<file path="config.mk">
export PLATFORM = sky130hd
export DESIGN_NAME = ews_switch
export DESIGN_NICKNAME = d
export VERILOG_FILES = /design/src/logic/ews_pkg.sv /design/src/logic/ews_csum.sv /design/src/logic/ews_switch.sv
export SDC_FILE = /design/constraint.sdc
export NUM_CORES = 2
export LEC_CHECK = 0
export ABC_CLOCK_PERIOD_IN_PS = 2800
export BUFFER_PORTS_ARGS = -buffer_cell sky130_fd_sc_hd__buf_2
export CORE_AREA = 5 5 409 411
export DETAILED_ROUTE_END_ITERATION = 8
export DIE_AREA = 0 0 414 416
export PLACE_DENSITY = 0.47
export SETUP_SLACK_MARGIN = 0.4
export SYNTH_ARGS = -nofsm -noshare
export SYNTH_HDL_FRONTEND = slang
export SYNTH_HIERARCHICAL = 1
export SYNTH_SLANG_ARGS = --single-unit
</file>
<file path="constraint.sdc">
create_clock -name clk -period 2.8 [get_ports clk]
set_clock_uncertainty 0.2 [all_clocks]
set_input_delay 0.28 -clock clk [delete_from_list [all_inputs] [get_ports clk]]
set_output_delay 0.28 -clock clk [all_outputs]
set_load 0.01 [all_outputs]
</file>
<file path="src/logic/ews_pkg.sv">
// Shared constants, codes and carriers of the encrypted guest world switch.
// Assumes a single core clock shared by guest and hypervisor facing logic.
package ews_pkg;

   localparam int unsigned CODE_W = 16;
   localparam logic [7:0] COMM_EXC_VECTOR = 8'h1D;
   localparam logic [31:0] COMM_PAGE_MSR = 32'hC0010130;
   localparam logic [63:0] COMM_PAGE_RESET = 64'h0;
   localparam logic [11:0] CB_COMM_PAGE_OFS = 12'h0A0;
   localparam logic [11:0] CB_SAVE_PTR_OFS = 12'h108;
   localparam logic [11:0] CB_LEGACY_SAVE_OFS = 12'h400;
   localparam logic [63:0] SAVE_AREA_OFS = 64'h0;
   localparam logic [63:0] CSUM_RESET = 64'h0;

   localparam logic [CODE_W-1:0] CODE_MC = 16'h0052;
   localparam logic [CODE_W-1:0] CODE_INTR = 16'h0060;
   localparam logic [CODE_W-1:0] CODE_SMI = 16'h0062;
   localparam logic [CODE_W-1:0] CODE_VINTR = 16'h0064;
   localparam logic [CODE_W-1:0] CODE_PAUSE = 16'h0077;
   localparam logic [CODE_W-1:0] CODE_HLT = 16'h0078;
   localparam logic [CODE_W-1:0] CODE_SHUTDOWN = 16'h007F;
   localparam logic [CODE_W-1:0] CODE_FEAT_TRAP = 16'h008F;
   localparam logic [CODE_W-1:0] CODE_CR_TRAP = 16'h0090;
   localparam logic [CODE_W-1:0] CODE_CR_TRAP_LAST = 16'h009F;
   localparam logic [CODE_W-1:0] CODE_NPF = 16'h0400;
   localparam logic [CODE_W-1:0] CODE_GEXIT = 16'h0403;
   localparam logic [CODE_W-1:0] CODE_INVALID = 16'hFFFF;
   localparam logic [CODE_W-1:0] CODE_BUSY = 16'hFFFE;

   localparam int unsigned CLEAN_IGN_LO = 5;
   localparam int unsigned CLEAN_IGN_HI = 10;
   localparam logic [31:0] CLEAN_IGN_MASK = 32'h000007E0;
   localparam int unsigned MC_REDIRECT_BIT = 0;
   localparam int unsigned VIRT_ENABLE_BIT = 12;
   localparam logic [2:0] INJ_TYPE_EXC = 3'h3;
   localparam logic [2:0] INJ_TYPE_SWINT = 3'h4;
   localparam logic [7:0] VEC_BREAK = 8'h03;
   localparam logic [7:0] VEC_OVERFLOW = 8'h04;

   typedef enum logic [3:0] {
      OP_NONE, OP_HOST_MIN_SAVE, OP_CSUM_CHECK, OP_XLOAD_GUEST, OP_LOAD_GPR, OP_LOAD_FP,
      OP_XSAVE_GUEST, OP_SAVE_GPR, OP_SAVE_FP, OP_STORE_CSUM, OP_XLOAD_HOST,
      OP_LOAD_HOST_GPR, OP_RESET_FP
   } ews_op_t;

   typedef enum logic [1:0] {ST_HOST, ST_ENTRY, ST_GUEST, ST_EXIT} ews_state_t;

   typedef struct packed {
      logic valid;
      logic [CODE_W-1:0] code;
      logic intercept;
      logic npf_rsvd;
   } ews_evt_t;

   typedef struct packed {
      logic valid;
      logic enc_mode;
      logic [31:0] clean;
      logic [63:0] save_ptr;
      logic [63:0] comm_page;
      logic inj_valid;
      logic [2:0] inj_type;
      logic [7:0] inj_vec;
   } ews_entry_t;

   typedef struct packed {
      logic valid;
      logic [7:0] vector;
      logic [CODE_W-1:0] error_code;
      logic precise;
      logic contributory;
      logic fault;
   } ews_exc_t;

   typedef struct packed {
      logic valid;
      logic [CODE_W-1:0] code;
      logic [63:0] info1;
      logic adv_ip;
      logic [63:0] comm_page;
   } ews_exit_t;

   typedef struct packed {
      logic valid;
      ews_op_t op;
      logic [63:0] addr;
      logic enc_key;
      logic [63:0] wdata;
   } ews_step_t;

   typedef struct packed {
      logic ack;
      logic fault;
      logic [63:0] data;
   } ews_resp_t;

   typedef struct packed {
      logic valid;
      logic write;
      logic [31:0] addr;
      logic [63:0] wdata;
      logic guest_mode;
   } ews_msr_req_t;

   typedef struct packed {
      logic valid;
      logic [63:0] rdata;
      logic gp_fault;
   } ews_msr_rsp_t;

   typedef struct packed {
      logic valid;
      logic feat;
      logic [3:0] idx;
      logic [63:0] value;
   } ews_crw_t;

endpackage

</file>
<file path="src/logic/ews_csum.sv">
// Running integrity checksum over guest state words.
// Assumes words arrive one per cycle from the save area steps.
`timescale 1ns/10ps
module ews_csum (
   input wire logic clk, // Core clock
   input wire logic nrst, // Async reset, active low
   input wire logic clear, // Restart the sum
   input wire logic word_valid, // Word present
   input wire logic [63:0] word, // State word
   output logic [63:0] sum // Current sum
);
   logic [63:0] next_sum;

   always_comb
   begin
      next_sum = sum;
      if (clear)
      begin
         next_sum = ews_pkg::CSUM_RESET;
      end
      else if (word_valid)
      begin
         next_sum = {sum[62:0], sum[63]} ^ word;
      end
   end

   always_ff @(posedge clk or negedge nrst)
   begin
      if (!nrst)
      begin
         sum <= ews_pkg::CSUM_RESET;
      end
      else
      begin
         sum <= next_sum;
      end
   end
endmodule // ews_csum

</file>
<file path="src/logic/ews_switch.sv">
// World switch sequencer for encrypted-state guests: communication exception,
// guest exit instruction, shared page MSR, entry and automatic exit steps.
// Assumes core-clock inputs from decode, MSR unit and a save-area mover.
`timescale 1ns/10ps

// Functional notes
// - Non-automatic exit in encrypted guest raises the communication exception.
// - Exception is precise, contributory, fault class, vector 29.
// - Exception has no mask; raised unless an interrupt, guest exit opcode or register write is taken in the same cycle.
// - Error code equals the exit code of the causing event.
// - Guest exit instruction gives automatic exit, code 403h, trap semantics.
// - Guest exit instruction always exits in encrypted guest; no intercept.
// - Outside encrypted mode the opcode acts as hypervisor call.
// - Shared page MSR saved at control block 0A0h, restored on entry.
// - Shared page MSR accessible only in guest mode; host access faults.
// - Save state taken from separate page via pointer at 108h.
// - Every guest save area access uses the guest encryption key; host save area steps do not.
// - Entry verifies checksum, extra load, then general and FP loads.
// - Fault or checksum mismatch on entry gives invalid-state exit.
// - Clean bits 10:5 ignored; full reload always in encrypted mode.
// - Entry saves only minimal host state; hypervisor stores the rest.
// - Injecting software interrupt or exception vector 3 or 4 fails entry.
// - Exit saves extra, general, FP, checksum; then restores host state.
// - Host registers loaded or reset at exit; no guest values leak.
// - Control and feature register write traps exit with new value.
// - Guest writes to virtualization enable bit are discarded.
// - Interrupt for system management held pending, forces exit, served later.
// - Machine check via that interrupt sets redirect bit in exit info.
// - Pause, halt and guest exit instruction advance instruction pointer.
// - Core event exits taken only when matching intercept bit is set.
module ews_switch (
   input wire logic clk, // Core clock, 125 MHz
   input wire logic nrst, // Async reset, active low
   input ews_pkg::ews_entry_t entry, // Guest entry request with block fields
   input wire logic [63:0] host_save_pa, // Host save area address
   input ews_pkg::ews_evt_t evt, // Exit event from the core
   input wire logic gexit_insn, // Guest exit opcode retired
   input ews_pkg::ews_crw_t crw, // Control or feature register write
   input wire logic [15:0] cr_trap_en, // Control register write traps
   input wire logic feat_trap_en, // Feature register write trap
   input wire logic virt_enable_now, // Current virtualization enable bit
   input wire logic smi_in, // System management interrupt pulse
   input wire logic smi_mc, // That interrupt carries a machine check
   input wire logic gis_insn, // Global interrupt set executed
   input ews_pkg::ews_msr_req_t msr_req, // MSR access
   input ews_pkg::ews_resp_t step_resp, // Save area step answer
   input wire logic word_valid, // Save area word seen
   input wire logic [63:0] word, // Save area word
   output ews_pkg::ews_exc_t exc, // Exception raise pulse
   output ews_pkg::ews_exit_t exit_rpt, // Exit report pulse
   output ews_pkg::ews_step_t step, // Save area step request pulse
   output ews_pkg::ews_msr_rsp_t msr_rsp, // MSR answer pulse
   output ews_pkg::ews_crw_t commit, // Register write commit pulse
   output logic hcall, // Hypervisor call behaviour pulse
   output logic smi_service, // Release held interrupt pulse
   output logic smi_held, // Interrupt held pending
   output logic guest_running, // Guest executing
   output logic full_reload, // Clean bits overridden
   output logic [31:0] clean_eff // Effective clean bits
);
   typedef struct packed {
      ews_pkg::ews_state_t st;
      ews_pkg::ews_op_t op;
      logic busy;
      logic enc;
      logic [15:0] code;
      logic [63:0] info1;
      logic adv;
      logic [63:0] comm_page;
      logic [63:0] save_ptr;
      logic held;
      logic held_mc;
      logic running;
      logic reload;
      logic [31:0] clean;
      ews_pkg::ews_exc_t exc;
      ews_pkg::ews_exit_t exit_rpt;
      ews_pkg::ews_step_t step;
      ews_pkg::ews_msr_rsp_t msr_rsp;
      ews_pkg::ews_crw_t commit;
      logic hcall;
      logic smi_service;
   } ews_regs_t;

   ews_regs_t s;
   ews_regs_t next_s;
   logic csum_clear;
   logic [63:0] csum;
   logic do_exit;
   logic [15:0] ex_code;
   logic [63:0] ex_info;
   logic ex_adv;
   logic bad_inj;
   logic [63:0] wr_val;
   logic trap_hit;

   ews_csum u_csum (
      .clk(clk),
      .nrst(nrst),
      .clear(csum_clear),
      .word_valid(word_valid),
      .word(word),
      .sum(csum)
   );

   function automatic logic is_auto(input logic [15:0] c, input logic npf_rsvd);
      is_auto = (c == ews_pkg::CODE_MC) || (c >= ews_pkg::CODE_INTR &&
         c <= ews_pkg::CODE_VINTR) || (c == ews_pkg::CODE_PAUSE) ||
         (c == ews_pkg::CODE_HLT) || (c == ews_pkg::CODE_SHUTDOWN) ||
         (c >= ews_pkg::CODE_FEAT_TRAP && c <= ews_pkg::CODE_CR_TRAP_LAST) ||
         (c == ews_pkg::CODE_NPF && !npf_rsvd) || (c == ews_pkg::CODE_GEXIT);
   endfunction

   function automatic logic adv_ip(input logic [15:0] c);
      adv_ip = (c == ews_pkg::CODE_PAUSE) || (c == ews_pkg::CODE_HLT) ||
         (c >= ews_pkg::CODE_FEAT_TRAP && c <= ews_pkg::CODE_CR_TRAP_LAST) ||
         (c == ews_pkg::CODE_GEXIT);
   endfunction

   function automatic ews_pkg::ews_op_t op_after(input ews_pkg::ews_op_t o);
      case (o)
         ews_pkg::OP_HOST_MIN_SAVE: op_after = ews_pkg::OP_CSUM_CHECK;
         ews_pkg::OP_CSUM_CHECK: op_after = ews_pkg::OP_XLOAD_GUEST;
         ews_pkg::OP_XLOAD_GUEST: op_after = ews_pkg::OP_LOAD_GPR;
         ews_pkg::OP_LOAD_GPR: op_after = ews_pkg::OP_LOAD_FP;
         ews_pkg::OP_XSAVE_GUEST: op_after = ews_pkg::OP_SAVE_GPR;
         ews_pkg::OP_SAVE_GPR: op_after = ews_pkg::OP_SAVE_FP;
         ews_pkg::OP_SAVE_FP: op_after = ews_pkg::OP_STORE_CSUM;
         ews_pkg::OP_STORE_CSUM: op_after = ews_pkg::OP_XLOAD_HOST;
         ews_pkg::OP_XLOAD_HOST: op_after = ews_pkg::OP_LOAD_HOST_GPR;
         ews_pkg::OP_LOAD_HOST_GPR: op_after = ews_pkg::OP_RESET_FP;
         default: op_after = ews_pkg::OP_NONE;
      endcase
   endfunction

   function automatic logic guest_op(input ews_pkg::ews_op_t o);
      guest_op = (o == ews_pkg::OP_CSUM_CHECK) || (o == ews_pkg::OP_LOAD_GPR) ||
         (o == ews_pkg::OP_LOAD_FP) || (o == ews_pkg::OP_SAVE_GPR) ||
         (o == ews_pkg::OP_SAVE_FP) || (o == ews_pkg::OP_STORE_CSUM) ||
         (o == ews_pkg::OP_XLOAD_GUEST) || (o == ews_pkg::OP_XSAVE_GUEST);
   endfunction

   ////////////////////////////////////////////////////////////////////////////
   // Next state

   assign bad_inj = entry.inj_valid && ((entry.inj_type == ews_pkg::INJ_TYPE_SWINT) ||
      (entry.inj_type == ews_pkg::INJ_TYPE_EXC && (entry.inj_vec == ews_pkg::VEC_BREAK ||
      entry.inj_vec == ews_pkg::VEC_OVERFLOW)));

   always_comb
   begin
      next_s = s;
      next_s.exc.valid = 1'b0;
      next_s.exit_rpt.valid = 1'b0;
      next_s.step.valid = 1'b0;
      next_s.msr_rsp = '0;
      next_s.commit.valid = 1'b0;
      next_s.hcall = 1'b0;
      next_s.smi_service = 1'b0;
      csum_clear = 1'b0;
      do_exit = 1'b0;
      ex_code = '0;
      ex_info = '0;
      ex_adv = 1'b0;
      trap_hit = 1'b0;
      wr_val = crw.value;
      if (s.enc && crw.feat)
      begin
         wr_val[ews_pkg::VIRT_ENABLE_BIT] = virt_enable_now;
      end
      if (msr_req.valid && msr_req.addr == ews_pkg::COMM_PAGE_MSR)
      begin
         next_s.msr_rsp.valid = 1'b1;
         if (!msr_req.guest_mode)
         begin
            next_s.msr_rsp.gp_fault = 1'b1;
         end
         else if (msr_req.write)
         begin
            next_s.comm_page = msr_req.wdata;
         end
         else
         begin
            next_s.msr_rsp.rdata = s.comm_page;
         end
      end
      if (s.st == ews_pkg::ST_HOST && gis_insn && s.held)
      begin
         next_s.smi_service = 1'b1;
         next_s.held = 1'b0;
      end
      if (smi_in && s.running && s.enc)
      begin
         next_s.held = 1'b1;
         next_s.held_mc = smi_mc;
      end
      case (s.st)
         ews_pkg::ST_HOST:
         begin
            if (entry.valid)
            begin
               next_s.comm_page = entry.comm_page;
               next_s.enc = entry.enc_mode;
               next_s.save_ptr = entry.save_ptr + ews_pkg::SAVE_AREA_OFS;
               next_s.reload = entry.enc_mode;
               next_s.clean = entry.enc_mode ? (entry.clean & ~ews_pkg::CLEAN_IGN_MASK) :
                  entry.clean;
               if (entry.enc_mode && bad_inj)
               begin
                  next_s.exit_rpt = {1'b1, ews_pkg::CODE_INVALID, 64'h0, 1'b0,
                     entry.comm_page};
               end
               else if (entry.enc_mode)
               begin
                  next_s.st = ews_pkg::ST_ENTRY;
                  next_s.op = ews_pkg::OP_HOST_MIN_SAVE;
                  next_s.busy = 1'b0;
                  csum_clear = 1'b1;
               end
               else
               begin
                  next_s.st = ews_pkg::ST_GUEST;
                  next_s.running = 1'b1;
               end
            end
         end
         ews_pkg::ST_ENTRY, ews_pkg::ST_EXIT:
         begin
            if (!s.busy)
            begin
               next_s.busy = 1'b1;
               next_s.step.valid = 1'b1;
               next_s.step.op = s.op;
               next_s.step.enc_key = guest_op(s.op);
               next_s.step.addr = guest_op(s.op) ? s.save_ptr : host_save_pa;
               next_s.step.wdata = csum;
            end
            else if (step_resp.ack)
            begin
               next_s.busy = 1'b0;
               next_s.op = op_after(s.op);
               if (s.st == ews_pkg::ST_ENTRY && (step_resp.fault ||
                  (s.op == ews_pkg::OP_CSUM_CHECK && step_resp.data != csum)))
               begin
                  next_s.st = ews_pkg::ST_HOST;
                  next_s.exit_rpt = {1'b1, ews_pkg::CODE_INVALID, 64'h0, 1'b0, s.comm_page};
               end
               else if (op_after(s.op) == ews_pkg::OP_NONE && s.st == ews_pkg::ST_ENTRY)
               begin
                  next_s.st = ews_pkg::ST_GUEST;
                  next_s.running = 1'b1;
               end
               else if (op_after(s.op) == ews_pkg::OP_NONE)
               begin
                  next_s.st = ews_pkg::ST_HOST;
                  next_s.exit_rpt = {1'b1, s.code, s.info1, s.adv, s.comm_page};
               end
               else if (s.op == ews_pkg::OP_SAVE_FP)
               begin
                  csum_clear = 1'b0;
               end
            end
         end
         ews_pkg::ST_GUEST:
         begin
            if (s.enc && (smi_in || s.held))
            begin
               do_exit = 1'b1;
               ex_code = ews_pkg::CODE_SMI;
               ex_info[ews_pkg::MC_REDIRECT_BIT] = smi_in ? smi_mc : s.held_mc;
            end
            else if (gexit_insn && s.enc)
            begin
               do_exit = 1'b1;
               ex_code = ews_pkg::CODE_GEXIT;
               ex_adv = 1'b1;
            end
            else if (gexit_insn)
            begin
               next_s.hcall = 1'b1;
            end
            else if (crw.valid)
            begin
               next_s.commit = {1'b1, crw.feat, crw.idx, wr_val};
               trap_hit = s.enc && (crw.feat ? feat_trap_en : cr_trap_en[crw.idx]);
               if (trap_hit)
               begin
                  do_exit = 1'b1;
                  ex_code = crw.feat ? ews_pkg::CODE_FEAT_TRAP :
                     ews_pkg::CODE_CR_TRAP + {12'h000, crw.idx};
                  ex_info = wr_val;
                  ex_adv = 1'b1;
               end
            end
            else if (evt.valid && evt.intercept)
            begin
               if (s.enc && !is_auto(evt.code, evt.npf_rsvd))
               begin
                  next_s.exc = {1'b1, ews_pkg::COMM_EXC_VECTOR, evt.code, 3'b111};
               end
               else
               begin
                  do_exit = 1'b1;
                  ex_code = evt.code;
                  ex_adv = s.enc && adv_ip(evt.code);
               end
            end
         end
         default:
         begin
            next_s.st = ews_pkg::ST_HOST;
         end
      endcase
      if (do_exit)
      begin
         next_s.running = 1'b0;
         if (ex_code == ews_pkg::CODE_SMI)
         begin
            next_s.held = 1'b1;
         end
         if (s.enc)
         begin
            next_s.st = ews_pkg::ST_EXIT;
            next_s.op = ews_pkg::OP_XSAVE_GUEST;
            next_s.busy = 1'b0;
            next_s.code = ex_code;
            next_s.info1 = ex_info;
            next_s.adv = ex_adv;
            csum_clear = 1'b1;
         end
         else
         begin
            next_s.st = ews_pkg::ST_HOST;
            next_s.exit_rpt = {1'b1, ex_code, ex_info, ex_adv, s.comm_page};
         end
      end
   end

   always_ff @(posedge clk or negedge nrst)
   begin
      if (!nrst)
      begin
         s <= '0;
         s.st <= ews_pkg::ST_HOST;
         s.op <= ews_pkg::OP_NONE;
         s.comm_page <= ews_pkg::COMM_PAGE_RESET;
      end
      else
      begin
         s <= next_s;
      end
   end

   assign exc = s.exc;
   assign exit_rpt = s.exit_rpt;
   assign step = s.step;
   assign msr_rsp = s.msr_rsp;
   assign commit = s.commit;
   assign hcall = s.hcall;
   assign smi_service = s.smi_service;
   assign smi_held = s.held;
   assign guest_running = s.running;
   assign full_reload = s.reload;
   assign clean_eff = s.clean;
endmodule // ews_switch

</file>
==> out/results.txt <==
port bufs -> 1,057
Post-DP Area -> 41,880 µm²
clock sink count -> 752
Worst Path Max Fanout -> 6
Worst Max-Slew Pin Slew -> 0.8470 ns
Max Slew Vio Count -> 0
failing checks -> negative setup slack
crit start category -> register
hpwl dp -> 115.4 mm
clk buf depth -> 3
Worst EP arrival -> 3.84 ns
Largest stage delay, worst path -> 0.44 ns
first-pass GRT wire length -> 227.2 mm
Vias/cell -> 4.228
overall power -> 55,770 µW
worst setup margin -> -0.6681 ns
P&R area growth vs syn -> 50.60%
Post-Route Utilization -> 32.46%
#FFs+latches synth -> 752
Unique masters post-synth -> 71
most frequent cells after synthesis -> nand2_1, dfrtp_1, buf_4, nor2_1, mux2i_1
# nets final -> 5,433
All-Layer GR Usage -> 17.83%
pwr dens -> 1049 nW/µm²
gr ovfl total -> 0
Fillers -> 16,850
critical path endpoint category -> register
initial antenna violation count -> 38
row cnt -> 149
Yosys top cell area share -> 53.33%
Hold Path Class -> primary input to register
Slew headroom -> 43.53%
Die Width -> 414 µm
VDD IR max -> 0.5578 mV
critical path, cell by cell -> xnor2_2 -> nand4_1 -> nor4_4 -> nand4_1 -> buf_4 -> or3_4 -> a21oi_4 -> buf_12 -> clkbuf_16 -> nor2b_1 -> a221o_1
Root Buffer -> clkbuf_16
Critical Path RT -> 3.17 ns
I/O Pins -> 1,062
drt first pass iters -> 5
GPL Wtd Cong -> 0.8960
later-pin clock latency in the skew report -> 0.71 ns
setup TNS -> -86.80 ns
area of the mapped netlist -> 35,290 µm²
Remaining DRCs -> 0
Post-Layout Inst Area -> 53,140 µm²
RSZ-0062 raised after global routing -> true
Core ar. -> 163,700 µm²
pin count of the biggest net entering global routing -> 132
H-tree depth -> 3
vias -> 30,130
Avg WL per Cell -> 22.91 µm
yosys warns -> 6
Num CTS Buffers -> 93
Synth Instances -> 3,519
initial DRC count -> 1,797
Routed WL -> 163.2 mm
Max Clk Rate -> 0.2883 GHz
CP max-delay cell -> dfrtp_1
leading cell type by number of instances after synthesis -> nand2_1
top post-synthesis cells by area -> dfrtp_1, buf_4, nand2_1, mux2i_1, xnor2_1
worst setup path class -> register to register
min Tclk post-route -> 3.468 ns
post-route ant nets -> 0
DIE HEIGHT -> 416 µm
die area -> 172,200 µm²
vias in the first global route -> 31,490
CTS tree -> done
status -> finished, violations left
Max Cap Viol -> 0
layout cells sized above 1 -> 38.02%
Finish-stage setup viols -> 149
most frequent CP cell -> nand4_1
ys flop type -> dfrtp_1
EDFF count, synth -> 0
sequential area share after synthesis -> 53.33%
synthesized area per cell -> 10.03 µm²
final hold vios -> 0
Starting Density -> 21.56%
Leak Pwr -> 0.02581 µW
Synth async-reset ratio -> 100.0%
leading area contributor after synthesis -> dfrtp_1
final worst-path cycle share -> 123.9%
clock slew at reported path FFs -> 0.06 ns
-- cell families after synthesis --
group | synth area share (%)
compound gates | 9.695
flops | 53.33
fa+ha+maj | 0.1418
xor+xnor | 3.177
mux | 5.964
buf+inv | 12.78
simple gates | 14.90
other cells | 0.01063
-- registers in the layout, summed over array words and instances (netlist names), 18 cells and up --
| signal | flops |
|---|---|
| clean_eff | 32 |
| commit | 70 |
| exc | 18 |
| exit_rpt | 146 |
| msr_rsp | 66 |
| s | 217 |
| step | 134 |
| u_csum/sum | 64 |
-- placed cells by master, fill, tap and decap left out, types with 55 or more instances in the layout --
cell              n
nor2_1          108
buf_4           215
and2_1           66
mux2i_1         173
buf_2          1055
o21ai_0         134
dlygate4sd3_1   473
buf_12           62
nor2_4           71
xnor2_1         122
o22ai_1          65
clkbuf_16       109
nand2_1         838
a21oi_1          55
dfrtp_1         750
-- critical path: cells and delay by family (launching register included) --
family	cells	cell delay, ns
xor+xnor	1	0.29
flops	1	0.44
simple gates	5	1.28
compound gates	2	0.41
buf+inv	3	0.64
-- layout make-up --
| cell class | count | area (µm²) | area share (%) |
|---|---|---|---|
| sequential | 752 | 18820 | 35.42 |
| timing repair buffer | 1902 | 14780 | 27.82 |
| multi-input combinational | 2086 | 13540 | 25.49 |
| tap | 2189 | 2739 | 5.154 |
| clock buffer | 124 | 2615 | 4.921 |
| clock inverter | 44 | 546.8 | 1.029 |
| inverter | 13 | 51.30 | 0.09654 |
| antenna | 16 | 40.04 | 0.07535 |
-- metrics by stage --
step	worst slack (ns)	instances	hold WS (ns)
2_1_floorplan	0.01417	3522	-0.2156
3_3_place_gp	-1.050	6366	0.01479
3_5_place_dp	-1.030	6366	0.01322
4_1_cts	-0.7388	7074	0.001012
5_1_grt	-0.8140	7122	0.05807
6_report	-0.6681	7126	0.09698
-- routing by layer --
metal / global-route usage (%) / up-vias / routed length (µm)
met2: 30.80 / 1013 / 81000
li1: - / 13930 / -
met5: 0 / - / 96
met3: 4.456 / 248 / 9948
met4: 8.370 / 16 / 7571
met1: 20.75 / 14920 / 64630
-- where the power goes --
group | total (µW) | internal [µW] | switching, µW
Clock | 12700 | 7440 | 5250
Combinational | 24800 | 11600 | 13300
Sequential | 18300 | 15300 | 2920
-- final timing paths --
path	slack [ns]	cells after the start	to	start
worst max-delay path	-0.67	11	exit_rpt[42]	u_csum/sum[38]
worst min-delay path	0.1	4	clean_eff[14]	entry[154]
worst max register to register	-0.67	11	exit_rpt[42]	u_csum/sum[38]
worst min register to register	0.27	2	commit[28]	commit[28]
max in group asynchronous	1.09	5	step[70]	nrst
min in group asynchronous	0.62	4	u_csum/sum[45]	nrst
-- repair_timing --
action / 4_1_cts / 5_1_grt
hold endpoints to repair: 1352 / 5
buffers inserted: 37 / 17
pin swaps: 41 / 47
resized for setup: 182 / 199
hold buffers: 474 / 3
endpoints found under the setup margin: 379 / 469
gates cloned: 29 / 17
No activity file was read; power rests on OpenSTA's default activity.
